[src/inc/isb_consts.svh]
// Operation
// - Match programmable 7-bit own address
// - Master NACK on sent byte sets read-done
// - Read address sets read-active; read-done clears it
// - Reading past buffer end sets read-overrun
// - Stop after addressed write sets write-done
// - Write address sets write-active; write-done clears it
// - Byte past write buffer: NACK, write-overrun
// - Combined status holds independent flag bits
// - Read-flag clear returns flags, keeps read-active
// - Write-flag clear returns flags, keeps write-active
// - Outgoing setup loads base, size, zeroes count
// - Incoming setup loads base, size, zeroes count
// - Outgoing count saturates at buffer size
// - Incoming count saturates at buffer size
// - Outgoing rewind restarts at first byte
// - Sleep: finish transaction, then NACK own address
// - Asleep own address match gives wake event
// - After wake, release held clock and serve
// - No outgoing buffer returns all-ones bytes
// - No incoming buffer: NACK writes
`ifndef ISB_CONSTS_SVH
`define ISB_CONSTS_SVH
// ==========================================================
// Register byte offsets
`define ISB_OFF_STATUS   8'h00
`define ISB_OFF_CLR_RD   8'h04
`define ISB_OFF_CLR_WR   8'h08
`define ISB_OFF_ADDR     8'h0C
`define ISB_OFF_OUT_CFG  8'h10
`define ISB_OFF_IN_CFG   8'h14
`define ISB_OFF_OUT_CNT  8'h18
`define ISB_OFF_IN_CNT   8'h1C
`define ISB_OFF_CTRL     8'h20
`define ISB_OFF_SLEEP    8'h24
`define ISB_OFF_OUT_DATA 8'h28
`define ISB_OFF_IN_DATA  8'h2C
// ==========================================================
// Status bit positions and masks
`define ISB_F_RD_DONE 0
`define ISB_F_RD_ACT  1
`define ISB_F_RD_OVR  2
`define ISB_F_WR_DONE 4
`define ISB_F_WR_ACT  5
`define ISB_F_WR_OVR  6
`define ISB_RD_BITS   8'h07
`define ISB_RD_CLR    8'h05
`define ISB_WR_BITS   8'h70
`define ISB_WR_CLR    8'h50
// ==========================================================
// Control bits, resets, codes
`define ISB_C_EN      0
`define ISB_C_RW_OUT  1
`define ISB_C_RW_IN   2
`define ISB_C_SLEEP   3
`define ISB_C_WAKE_EN 4
`define ISB_C_RESTORE 5
`define ISB_RST_ADDR  7'h08
`define ISB_RST_BYTE  8'h00
`define ISB_IDLE_BYTE 8'hFF
`define ISB_BITS_BYTE 4'h8
`define ISB_RESP_OK   2'h0
`define ISB_RESP_ERR  2'h2
`endif

[src/inc/isb_pkg.sv]
package isb_pkg;
  typedef enum logic [3:0] {
    ST_IDLE, ST_ADDR, ST_AACK, ST_RX, ST_RACK,
    ST_TXLD, ST_TX, ST_TXACK, ST_WAKE
  } isb_state_type;

  typedef struct packed {
    isb_state_type state;
    logic [2:0]    scl_s;
    logic [2:0]    sda_s;
    logic [3:0]    bits;
    logic [7:0]    sh;
    logic          rw;
    logic          acked;
    logic          scl_oen;
    logic          sda_oen;
    logic          bus_busy;
    logic [7:0]    flags;
    logic [6:0]    own;
    logic          en;
    logic [7:0]    out_base;
    logic [7:0]    out_size;
    logic [7:0]    out_cnt;
    logic [7:0]    in_base;
    logic [7:0]    in_size;
    logic [7:0]    in_cnt;
    logic [7:0]    in_ptr;
    logic          sleep_req;
    logic          wake_en;
    logic          asleep;
    logic          wake;
    logic          awready;
    logic          wready;
    logic          bvalid;
    logic          arready;
    logic          rvalid;
    logic [31:0]   rdata;
    logic [1:0]    rresp;
    logic [1:0]    bresp;
    logic          aw_got;
    logic          w_got;
    logic [7:0]    awaddr_h;
    logic [31:0]   wdata_h;
    logic [3:0]    wstrb_h;
  } isb_regs_type;
endpackage

[src/logic/isb_slave.sv]
`include "isb_consts.svh"

module isb_slave import isb_pkg::*; #(
  parameter int DEPTH = 256
) (
  // Clock and reset
  input  wire logic        aclk,
  input  wire logic        aresetn,
  // AXI4-Lite write address and data
  input  wire logic [7:0]  s_axi_awaddr,
  input  wire logic        s_axi_awvalid,
  output logic             s_axi_awready,
  input  wire logic [31:0] s_axi_wdata,
  input  wire logic [3:0]  s_axi_wstrb,
  input  wire logic        s_axi_wvalid,
  output logic             s_axi_wready,
  // AXI4-Lite write response
  output logic [1:0]       s_axi_bresp,
  output logic             s_axi_bvalid,
  input  wire logic        s_axi_bready,
  // AXI4-Lite read
  input  wire logic [7:0]  s_axi_araddr,
  input  wire logic        s_axi_arvalid,
  output logic             s_axi_arready,
  output logic [31:0]      s_axi_rdata,
  output logic [1:0]       s_axi_rresp,
  output logic             s_axi_rvalid,
  input  wire logic        s_axi_rready,
  // Two-wire bus pins
  input  wire logic        scl_i,
  output logic             scl_o,
  output logic             scl_oe_n,
  input  wire logic        sda_i,
  output logic             sda_o,
  output logic             sda_oe_n,
  // Power management
  output logic             wake_pulse,
  output logic             asleep
);

  // ========================================================
  // Parameter check and storage
  if (DEPTH < 2 || DEPTH > 256 || (DEPTH & (DEPTH - 1)) != 0) begin : g_chk
    $error("DEPTH must be a power of two from 2 to 256");
  end

  logic [7:0] out_mem [DEPTH];
  logic [7:0] in_mem  [DEPTH];

  isb_regs_type r;
  isb_regs_type n;

  logic       scl_rise, scl_fall, start_ev, stop_ev, matched;
  logic       wr_exec, rd_take;
  logic [7:0] set_f, clr_f;
  logic       out_we, in_we;
  logic [7:0] out_wa, in_wa, out_wd;

  // Buffer position: base plus count, wrapped to the array
  function automatic logic [7:0] buf_idx(input logic [7:0] base,
                                         input logic [7:0] cnt);
    logic [8:0] s;
    s = {1'b0, base} + {1'b0, cnt};
    return s[7:0] & 8'(DEPTH - 1);
  endfunction

  // Register read decode; clear-on-read handled separately
  function automatic logic [31:0] rd_word(input isb_regs_type q,
                                          input logic [7:0] ad,
                                          input logic [7:0] mb);
    case (ad)
      `ISB_OFF_STATUS:  return {24'h0, q.flags};
      `ISB_OFF_CLR_RD:  return {24'h0, q.flags & `ISB_RD_BITS};
      `ISB_OFF_CLR_WR:  return {24'h0, q.flags & `ISB_WR_BITS};
      `ISB_OFF_ADDR:    return {25'h0, q.own};
      `ISB_OFF_OUT_CFG: return {16'h0, q.out_size, q.out_base};
      `ISB_OFF_IN_CFG:  return {16'h0, q.in_size, q.in_base};
      `ISB_OFF_OUT_CNT: return {24'h0, q.out_cnt};
      `ISB_OFF_IN_CNT:  return {24'h0, q.in_cnt};
      `ISB_OFF_CTRL:    return {27'h0, q.wake_en, q.sleep_req, 2'h0, q.en};
      `ISB_OFF_SLEEP:   return {31'h0, q.asleep};
      `ISB_OFF_IN_DATA: return {16'h0, q.in_ptr, mb};
      default:          return 32'h0;
    endcase
  endfunction

  function automatic logic mapped(input logic [7:0] ad);
    return ad <= `ISB_OFF_IN_DATA && ad[1:0] == 2'h0;
  endfunction

  // ========================================================
  // Next-state logic
  always_comb begin
    n = r;
    set_f = 8'h00;
    clr_f = 8'h00;
    out_we = 1'b0;
    out_wa = 8'h00;
    out_wd = 8'h00;
    in_we = 1'b0;
    in_wa = 8'h00;
    n.wake = 1'b0;
    // Two flops before any logic looks at a pin
    n.scl_s = {r.scl_s[1:0], scl_i};
    n.sda_s = {r.sda_s[1:0], sda_i};
    scl_rise = r.scl_s[1] & ~r.scl_s[2];
    scl_fall = ~r.scl_s[1] & r.scl_s[2];
    start_ev = r.scl_s[1] & r.scl_s[2] & r.sda_s[2] & ~r.sda_s[1];
    stop_ev  = r.scl_s[1] & r.scl_s[2] & ~r.sda_s[2] & r.sda_s[1];
    matched  = r.en && r.sh[7:1] == r.own;
    wr_exec  = r.aw_got && r.w_got && !r.bvalid;
    rd_take  = s_axi_arvalid && r.arready;

    // Bus protocol engine
    case (r.state)
      ST_ADDR: begin
        if (scl_rise) begin
          n.sh = {r.sh[6:0], r.sda_s[1]};
          n.bits = r.bits + 4'h1;
        end else if (scl_fall && r.bits == `ISB_BITS_BYTE) begin
          n.rw = r.sh[0];
          n.bits = 4'h0;
          n.state = ST_IDLE;
          if (matched && r.asleep) begin
            // Hold the clock until software restores
            n.wake = 1'b1;
            n.scl_oen = 1'b0;
            n.state = ST_WAKE;
          end else if (matched && r.sleep_req && r.wake_en) begin
            n.state = ST_IDLE;
          end else if (matched && r.sh[0]) begin
            set_f[`ISB_F_RD_ACT] = 1'b1;
            n.sda_oen = 1'b0;
            n.state = ST_AACK;
          end else if (matched && r.in_size != 8'h00) begin
            set_f[`ISB_F_WR_ACT] = 1'b1;
            n.sda_oen = 1'b0;
            n.state = ST_AACK;
          end // Unconfigured incoming buffer: NACK
        end
      end
      ST_WAKE: begin
        if (r.asleep == 1'b0) begin
          // Acknowledge and let the clock go again
          n.sda_oen = 1'b0;
          n.scl_oen = 1'b1;
          n.state = ST_AACK;
          set_f[r.rw ? `ISB_F_RD_ACT : `ISB_F_WR_ACT] = 1'b1;
        end
      end
      ST_AACK: begin
        if (scl_fall) begin
          n.sda_oen = 1'b1;
          n.state = r.rw ? ST_TXLD : ST_RX;
          n.scl_oen = ~r.rw;
        end
      end
      ST_TXLD: begin
        // One stretched cycle to fetch the byte
        n.sh = `ISB_IDLE_BYTE;
        if (r.out_size != 8'h00) begin
          if (r.out_cnt == r.out_size) begin
            set_f[`ISB_F_RD_OVR] = 1'b1;
          end else begin
            n.sh = out_mem[buf_idx(r.out_base, r.out_cnt)];
            n.out_cnt = r.out_cnt + 8'h01;
          end
        end
        n.sda_oen = n.sh[7];
        n.scl_oen = 1'b1;
        n.bits = 4'h0;
        n.state = ST_TX;
      end
      ST_TX: begin
        if (scl_fall) begin
          if (r.bits == `ISB_BITS_BYTE - 4'h1) begin
            n.sda_oen = 1'b1;
            n.state = ST_TXACK;
          end else begin
            n.sh = {r.sh[6:0], 1'b0};
            n.sda_oen = r.sh[6];
            n.bits = r.bits + 4'h1;
          end
        end
      end
      ST_TXACK: begin
        if (scl_rise) begin
          n.acked = ~r.sda_s[1];
        end else if (scl_fall) begin
          if (r.acked) begin
            n.scl_oen = 1'b0;
            n.state = ST_TXLD;
          end else begin
            set_f[`ISB_F_RD_DONE] = 1'b1;
            clr_f[`ISB_F_RD_ACT] = 1'b1;
            n.state = ST_IDLE;
          end
        end
      end
      ST_RX: begin
        if (scl_rise) begin
          n.sh = {r.sh[6:0], r.sda_s[1]};
          n.bits = r.bits + 4'h1;
        end else if (scl_fall && r.bits == `ISB_BITS_BYTE) begin
          n.bits = 4'h0;
          n.state = ST_RACK;
          if (r.in_cnt == r.in_size) begin
            set_f[`ISB_F_WR_OVR] = 1'b1;
          end else begin
            in_we = 1'b1;
            in_wa = buf_idx(r.in_base, r.in_cnt);
            n.in_cnt = r.in_cnt + 8'h01;
            n.sda_oen = 1'b0;
          end
        end
      end
      ST_RACK: begin
        if (scl_fall) begin
          n.sda_oen = 1'b1;
          n.state = ST_RX;
        end
      end
      default: begin
        n.bits = 4'h0;
      end
    endcase

    // Start overrides any state except a held wake; stop overrides every state
    if (start_ev && r.state != ST_WAKE) begin
      n.bus_busy = 1'b1;
      n.state = ST_ADDR;
      n.bits = 4'h0;
      n.sda_oen = 1'b1;
      n.scl_oen = 1'b1;
    end else if (stop_ev) begin
      n.bus_busy = 1'b0;
      n.state = ST_IDLE;
      n.sda_oen = 1'b1;
      n.scl_oen = 1'b1;
      if (r.flags[`ISB_F_WR_ACT]) begin
        set_f[`ISB_F_WR_DONE] = 1'b1;
        clr_f[`ISB_F_WR_ACT] = 1'b1;
      end
    end

    // Sleep entry waits for the bus to go quiet
    if (r.sleep_req && r.wake_en && !r.bus_busy && r.state == ST_IDLE) begin
      n.asleep = 1'b1;
    end

    // AXI write channel: address and data in either order
    if (s_axi_awvalid && r.awready) begin
      n.aw_got = 1'b1;
      n.awaddr_h = s_axi_awaddr;
    end
    if (s_axi_wvalid && r.wready) begin
      n.w_got = 1'b1;
      n.wdata_h = s_axi_wdata;
      n.wstrb_h = s_axi_wstrb;
    end
    if (wr_exec) begin
      n.aw_got = 1'b0;
      n.w_got = 1'b0;
      n.bvalid = 1'b1;
      n.bresp = mapped(r.awaddr_h) ? `ISB_RESP_OK : `ISB_RESP_ERR;
      if (r.wstrb_h[0]) begin
        case (r.awaddr_h)
          `ISB_OFF_ADDR: n.own = r.wdata_h[6:0];
          `ISB_OFF_OUT_CFG: begin
            n.out_base = r.wdata_h[7:0];
            n.out_size = r.wstrb_h[1] ? r.wdata_h[15:8] : r.out_size;
            n.out_cnt = 8'h00;
          end
          `ISB_OFF_IN_CFG: begin
            n.in_base = r.wdata_h[7:0];
            n.in_size = r.wstrb_h[1] ? r.wdata_h[15:8] : r.in_size;
            n.in_cnt = 8'h00;
          end
          `ISB_OFF_CTRL: begin
            n.en = r.wdata_h[`ISB_C_EN];
            n.sleep_req = r.wdata_h[`ISB_C_SLEEP];
            n.wake_en = r.wdata_h[`ISB_C_WAKE_EN];
            if (r.wdata_h[`ISB_C_RW_OUT]) begin
              n.out_cnt = 8'h00;
            end
            if (r.wdata_h[`ISB_C_RW_IN]) begin
              n.in_cnt = 8'h00;
            end
            if (r.wdata_h[`ISB_C_RESTORE]) begin
              n.asleep = 1'b0;
              n.sleep_req = 1'b0;
            end
          end
          `ISB_OFF_OUT_DATA: begin
            out_we = 1'b1;
            out_wa = r.wdata_h[15:8] & 8'(DEPTH - 1);
            out_wd = r.wdata_h[7:0];
          end
          `ISB_OFF_IN_DATA: n.in_ptr = r.wdata_h[7:0] & 8'(DEPTH - 1);
          // Read-only or unmapped: response already chosen above
          default: begin
          end
        endcase
      end
    end
    if (r.bvalid && s_axi_bready) begin
      n.bvalid = 1'b0;
    end
    n.awready = !n.aw_got && !n.bvalid;
    n.wready = !n.w_got && !n.bvalid;

    // AXI read channel; flag clears act on the taken read
    if (rd_take) begin
      n.arready = 1'b0;
      n.rvalid = 1'b1;
      n.rdata = rd_word(r, s_axi_araddr, in_mem[r.in_ptr]);
      n.rresp = mapped(s_axi_araddr) ? `ISB_RESP_OK : `ISB_RESP_ERR;
      if (s_axi_araddr == `ISB_OFF_CLR_RD) begin
        clr_f = clr_f | `ISB_RD_CLR;
      end
      if (s_axi_araddr == `ISB_OFF_CLR_WR) begin
        clr_f = clr_f | `ISB_WR_CLR;
      end
    end else if (r.rvalid && s_axi_rready) begin
      n.rvalid = 1'b0;
      n.arready = 1'b1;
    end

    // Hardware set wins over a software clear
    n.flags = (r.flags & ~clr_f) | set_f;
  end

  // ========================================================
  // State register
  always_ff @(posedge aclk) begin
    if (!aresetn) begin
      r <= '0;
      r.state <= ST_IDLE;
      r.scl_s <= 3'h7;
      r.sda_s <= 3'h7;
      r.scl_oen <= 1'b1;
      r.sda_oen <= 1'b1;
      r.own <= `ISB_RST_ADDR;
      r.flags <= `ISB_RST_BYTE;
      r.awready <= 1'b1;
      r.wready <= 1'b1;
      r.arready <= 1'b1;
    end else begin
      r <= n;
    end
  end

  // Buffers need no reset; they hold payload only
  always_ff @(posedge aclk) begin
    if (out_we) begin
      out_mem[out_wa] <= out_wd;
    end
    if (in_we) begin
      in_mem[in_wa] <= r.sh;
    end
  end

  // ========================================================
  // Outputs
  assign s_axi_awready = r.awready;
  assign s_axi_wready  = r.wready;
  assign s_axi_bvalid  = r.bvalid;
  assign s_axi_bresp   = r.bresp;
  assign s_axi_arready = r.arready;
  assign s_axi_rvalid  = r.rvalid;
  assign s_axi_rdata   = r.rdata;
  assign s_axi_rresp   = r.rresp;
  assign scl_o         = 1'b0; // Open drain only ever pulls low
  assign sda_o         = 1'b0;
  assign scl_oe_n      = r.scl_oen;
  assign sda_oe_n      = r.sda_oen;
  assign wake_pulse    = r.wake;
  assign asleep        = r.asleep;
endmodule

[config.mk]
export PLATFORM = sky130hd
export DESIGN_NAME = isb_slave
export DESIGN_NICKNAME = d
export VERILOG_FILES = /design/src/inc/isb_pkg.sv /design/src/logic/isb_slave.sv
export VERILOG_INCLUDE_DIRS = /design/src /design/src/inc
export SDC_FILE = /design/constraint.sdc
export NUM_CORES = 2
export LEC_CHECK = 0
export ABC_AREA = 1
export ABC_CLOCK_PERIOD_IN_PS = 10600
export BUFFER_PORTS_ARGS = -buffer_cell sky130_fd_sc_hd__buf_4
export CORE_MARGIN = 8
export CORE_UTILIZATION = 35
export CTS_BUF_LIST = sky130_fd_sc_hd__clkbuf_8
export DETAILED_ROUTE_END_ITERATION = 16
export GPL_ROUTABILITY_DRIVEN = 0
export GPL_TIMING_DRIVEN = 1
export SYNTH_ARGS = -nofsm -noshare
export SYNTH_HDL_FRONTEND = slang
export SYNTH_SLANG_ARGS = --single-unit
[constraint.sdc]
create_clock -name aclk -period 10.6 [get_ports aclk]
set_input_delay 1.59 -clock aclk [delete_from_list [all_inputs] [get_ports aclk]]
set_output_delay 1.59 -clock aclk [all_outputs]
set_load 0.01 [all_outputs]
==> impl_results.md <==
- Run status: finished, final reports clean
- Number of global-route vias before repair: ~110k
- Unrepaired setup endpoints after global routing: false
- Detailed-route wire length: 476 mm
- Startpoint class of the critical path: flip-flop
- Number of synthesized register bits: between 4000 and 5000
- Share of the yosys chip area belonging to registers: about 73%
- TritonCTS clock tree: built
- Die Ht: between 700 and 800 um
- Cell area reported after detailed placement: 180000 um2
- Ordered list of cells on the worst path: buf_12 -> buf_4 -> buf_12 -> nand2_1 -> nand3_1 -> nand3_1 -> nand3_1 -> nand3_1 -> nand3_1 -> nand3_1 -> nand3_1 -> nand3_1 -> nand2_1 -> nand2_1 -> a21oi_1
- Maximum vdd drop: 167 uV
- Drt first pass iters: 6
- Routed vias/inst: 5.25
- Standard cell with the maximum stage delay on the critical path: dfxtp_4
- Crit end category: flip-flop
- Static Leak: 0.0618 uW
- Site row count: 258
- FFs w/ async S/R, synth: 0%
- Final worst-path cycle share: 53.5%
- Syn-to-layout area delta: 10.4%
- Most frequent cell on the critical path: nand3_1
- DIE AREA: 518000 um2
- Most frequent cells in the layout: edfxtp_1, nand2_1, nand3_1
- Finish-stage setup viols: 0
- Starting utilization of the core area: between 30% and 40%
- Fin worst setup slack: around 4.9 ns
- Highest fanout seen on the critical path: 191
- Post-cts repair resize count: 0
- Overall Global Routing Usage: about 17%
- Maximum level of the CTS H-tree: 6
- Highest cell delay on the worst timing path: roughly 0.80 ns
- Detailed router's first-iteration violation count: 11800
- Maximum number of pins on one net before global-route repair: 218
- Fraction of the core area covered by cells at the end of the flow: 38.8%
- EDFF count, synth: 4096
- Clock transition time at the flip-flop clock pins of the worst setup and hold paths: 0.07 ns
- Final min period: roughly 5.7 ns
- Master cell of the clock root buffer: clkbuf_8
- Final total negative setup slack: 0 ns
- Number of design rule violations left after detail routing: 0
- Count of maximum capacitance violations: 0
- Data arrival time of the critical path: between 6 and 7 ns
- Detailed-placement wirelength estimate: about 260 mm
- Cells after synthesis: about 15000
- Yosys cell types: 55
- Areal power density over the cells: 171 nW/um2
- Clock sink count: 4256
- I/O Buffers: 69
- Buffers inserted by post-CTS timing repair: 0
- Cts-stage hold buffer count: 0
- Avg Inst Size Synth: 11.6 um2
- Final instance area: 191000 um2
- Global-route wire length before repair: 702 mm
- Relative slew slack: 13.0%
- Required time at the endpoint of the critical path: roughly 12 ns
- Fmax: 176 MHz
- Net count, final: 14900
- Final Hold Viols: 0
- Final-layout worst hold slack: 0.417 ns
- Horizontal extent of the die: 720 um
- Filler Cell Count: 47100
- Synthesized cell area: between 150000 and 200000 um2
- CTS Buf Count: 643
- Number of buffer and inverter instances along the worst setup path: 3
- Primary flip-flop cell chosen by synthesis mapping: edfxtp_1
- Ys Warns: 0
- Family of cells with the greatest summed delay on the critical path: simple AND/OR/NAND/NOR gates
- Number of antenna violations at the first check in global routing: 14
- Final number of max-transition violations: 0
- DP Worst Slack: 5.23 ns
- Worst clock skew: 0.0717 ns
- Most common library cell in the layout ignoring fill and taps: edfxtp_1
- Clock Tree Buf Depth: 4
- Remaining global-route overflow: 0
- Critical path start-end classification: reg -> reg
- Type of the tightest min-delay check: reg -> reg
- Antenna-violating nets left: 0
- # IOs: 108
- Detail-routed net length per standard cell: 21.8 um
- Worst-margin pin slew: ~1.3 ns
- Proportion of layout cells with a drive suffix above 1: 7.48%
- DR vias: 115000
- Core region area: around 490000 um2
- Clock latency on the worst-skew pair: 1.08 ns
-- logic make-up (layout without fill, tap and decap cells) --
| group | after synthesis | after routing | synth area share [%] |
|---|---|---|---|
| compound gates | 1673 | 1673 | 5.12 |
| simple gates | 7747 | 7747 | 18.8 |
| xor+xnor | 23 | 23 | 0.116 |
| flops | 4256 | 4256 | 72.8 |
| buf+inv | 1261 | 1620 | 2.98 |
| other cells | 1 | 32 | 0.00216 |
| fa+ha+maj | 20 | 20 | 0.153 |
-- layout make-up --
| type | count | area [um2] | share of cell area [%] |
|---|---|---|---|
| Multi-Input combinational cell | 9483 | 42200 | 22.1 |
| Tap cell | 6500 | 8130 | 4.25 |
| Clock buffer | 670 | 9220 | 4.82 |
| Antenna cell | 12 | 30.0 | 0.0157 |
| Inverter | 232 | 925 | 0.483 |
| Timing Repair Buffer | 252 | 2200 | 1.15 |
| Clock inverter | 466 | 2320 | 1.21 |
| Sequential cell | 4256 | 126000 | 66.0 |
-- report_power, final --
group	switching [uW]	leakage, uW	total (uW)	internal [uW]
registers	198	0.0343	19200	19000
logic	875	0.0208	995	120
clock network	6320	0.00667	12500	6150
-- cell usage after synthesis (all sizes together) (2+ instances only) --
master	count	share of area, %
nand2	3158	6.9
buf	341	0.98
nor3b	2	0.0087
clkinv	3	0.0072
o211ai	5	0.022
nor2	1969	4.3
nand4	23	0.092
nor4	7	0.025
o21ai	1258	3.6
xor2	19	0.096
dfxtp	160	1.8
inv	229	0.50
edfxtp	4096	71
a31oi	4	0.014
xnor2	4	0.020
ha	18	0.13
fa	2	0.023
a21oi	114	0.34
nand3b	3	0.013
o2111ai	3	0.015
o221ai	10	0.051
a211oi	25	0.11
or2	10	0.036
o22ai	242	0.87
clkbuf	688	1.5
a2111oi	4	0.020
nand3	2541	7.3
a221oi	4	0.020
nor3	31	0.10
-- sequential cells by signal (all words and copies together), names as in the netlist, named ones only --
register       cells
in_mem          2048
out_mem         2048
r                121
s_axi_rdata       16
n                  4
asleep             1
s_axi_arready      1
s_axi_awready      1
s_axi_bresp        1
s_axi_bvalid       1
s_axi_rresp        1
s_axi_rvalid       1
s_axi_wready       1
scl_oe_n           1
sda_oe_n           1
wake_pulse         1
-- path summary, 6_finish.rpt --
check | from | endpoint | slack, ns | cells past startpoint
worst max-delay path | flip-flop | s_axi_rdata[2]$_SDFFE_PN0P_ | 4.93 | 15
worst min-delay path | n[181]$_SDFF_PN1_ | n[182]$_SDFF_PN1_ | 0.42 | 1
worst max register to register | flip-flop | s_axi_rdata[2]$_SDFFE_PN0P_ | 4.93 | 15
worst min register to register | n[181]$_SDFF_PN1_ | n[182]$_SDFF_PN1_ | 0.42 | 1
-- layer usage --
metal	vias up	GRT usage, %	wire (um)
li1	52900	-	-
met1	56300	24.0	201000
met2	4643	27.4	218000
met4	8	6.09	15900
met3	907	3.66	41200
met5	-	0	46
-- stage by stage --
stage,std cells,total power (uW)
final,21900,32700
after global routing,21900,33700
after CTS,21900,32900
after detailed placement,20700,20600
after global placement,20700,20600
after floorplan,15000,20100
-- worst reg2reg max path: stages, from the launching register on --
cell and delay, ns:
dfxtp_4 0.80, buf_12 0.51, buf_4 1.16, buf_12 0.53
nand2_1 0.29, nand3_1 0.12, nand3_1 0.09, nand3_1 0.21
nand3_1 0.16, nand3_1 0.35, nand3_1 0.40, nand3_1 0.21
nand3_1 0.30, nand2_1 0.27, nand2_1 0.08, a21oi_1 0.12
No activity file was read; power rests on OpenSTA's default activity.
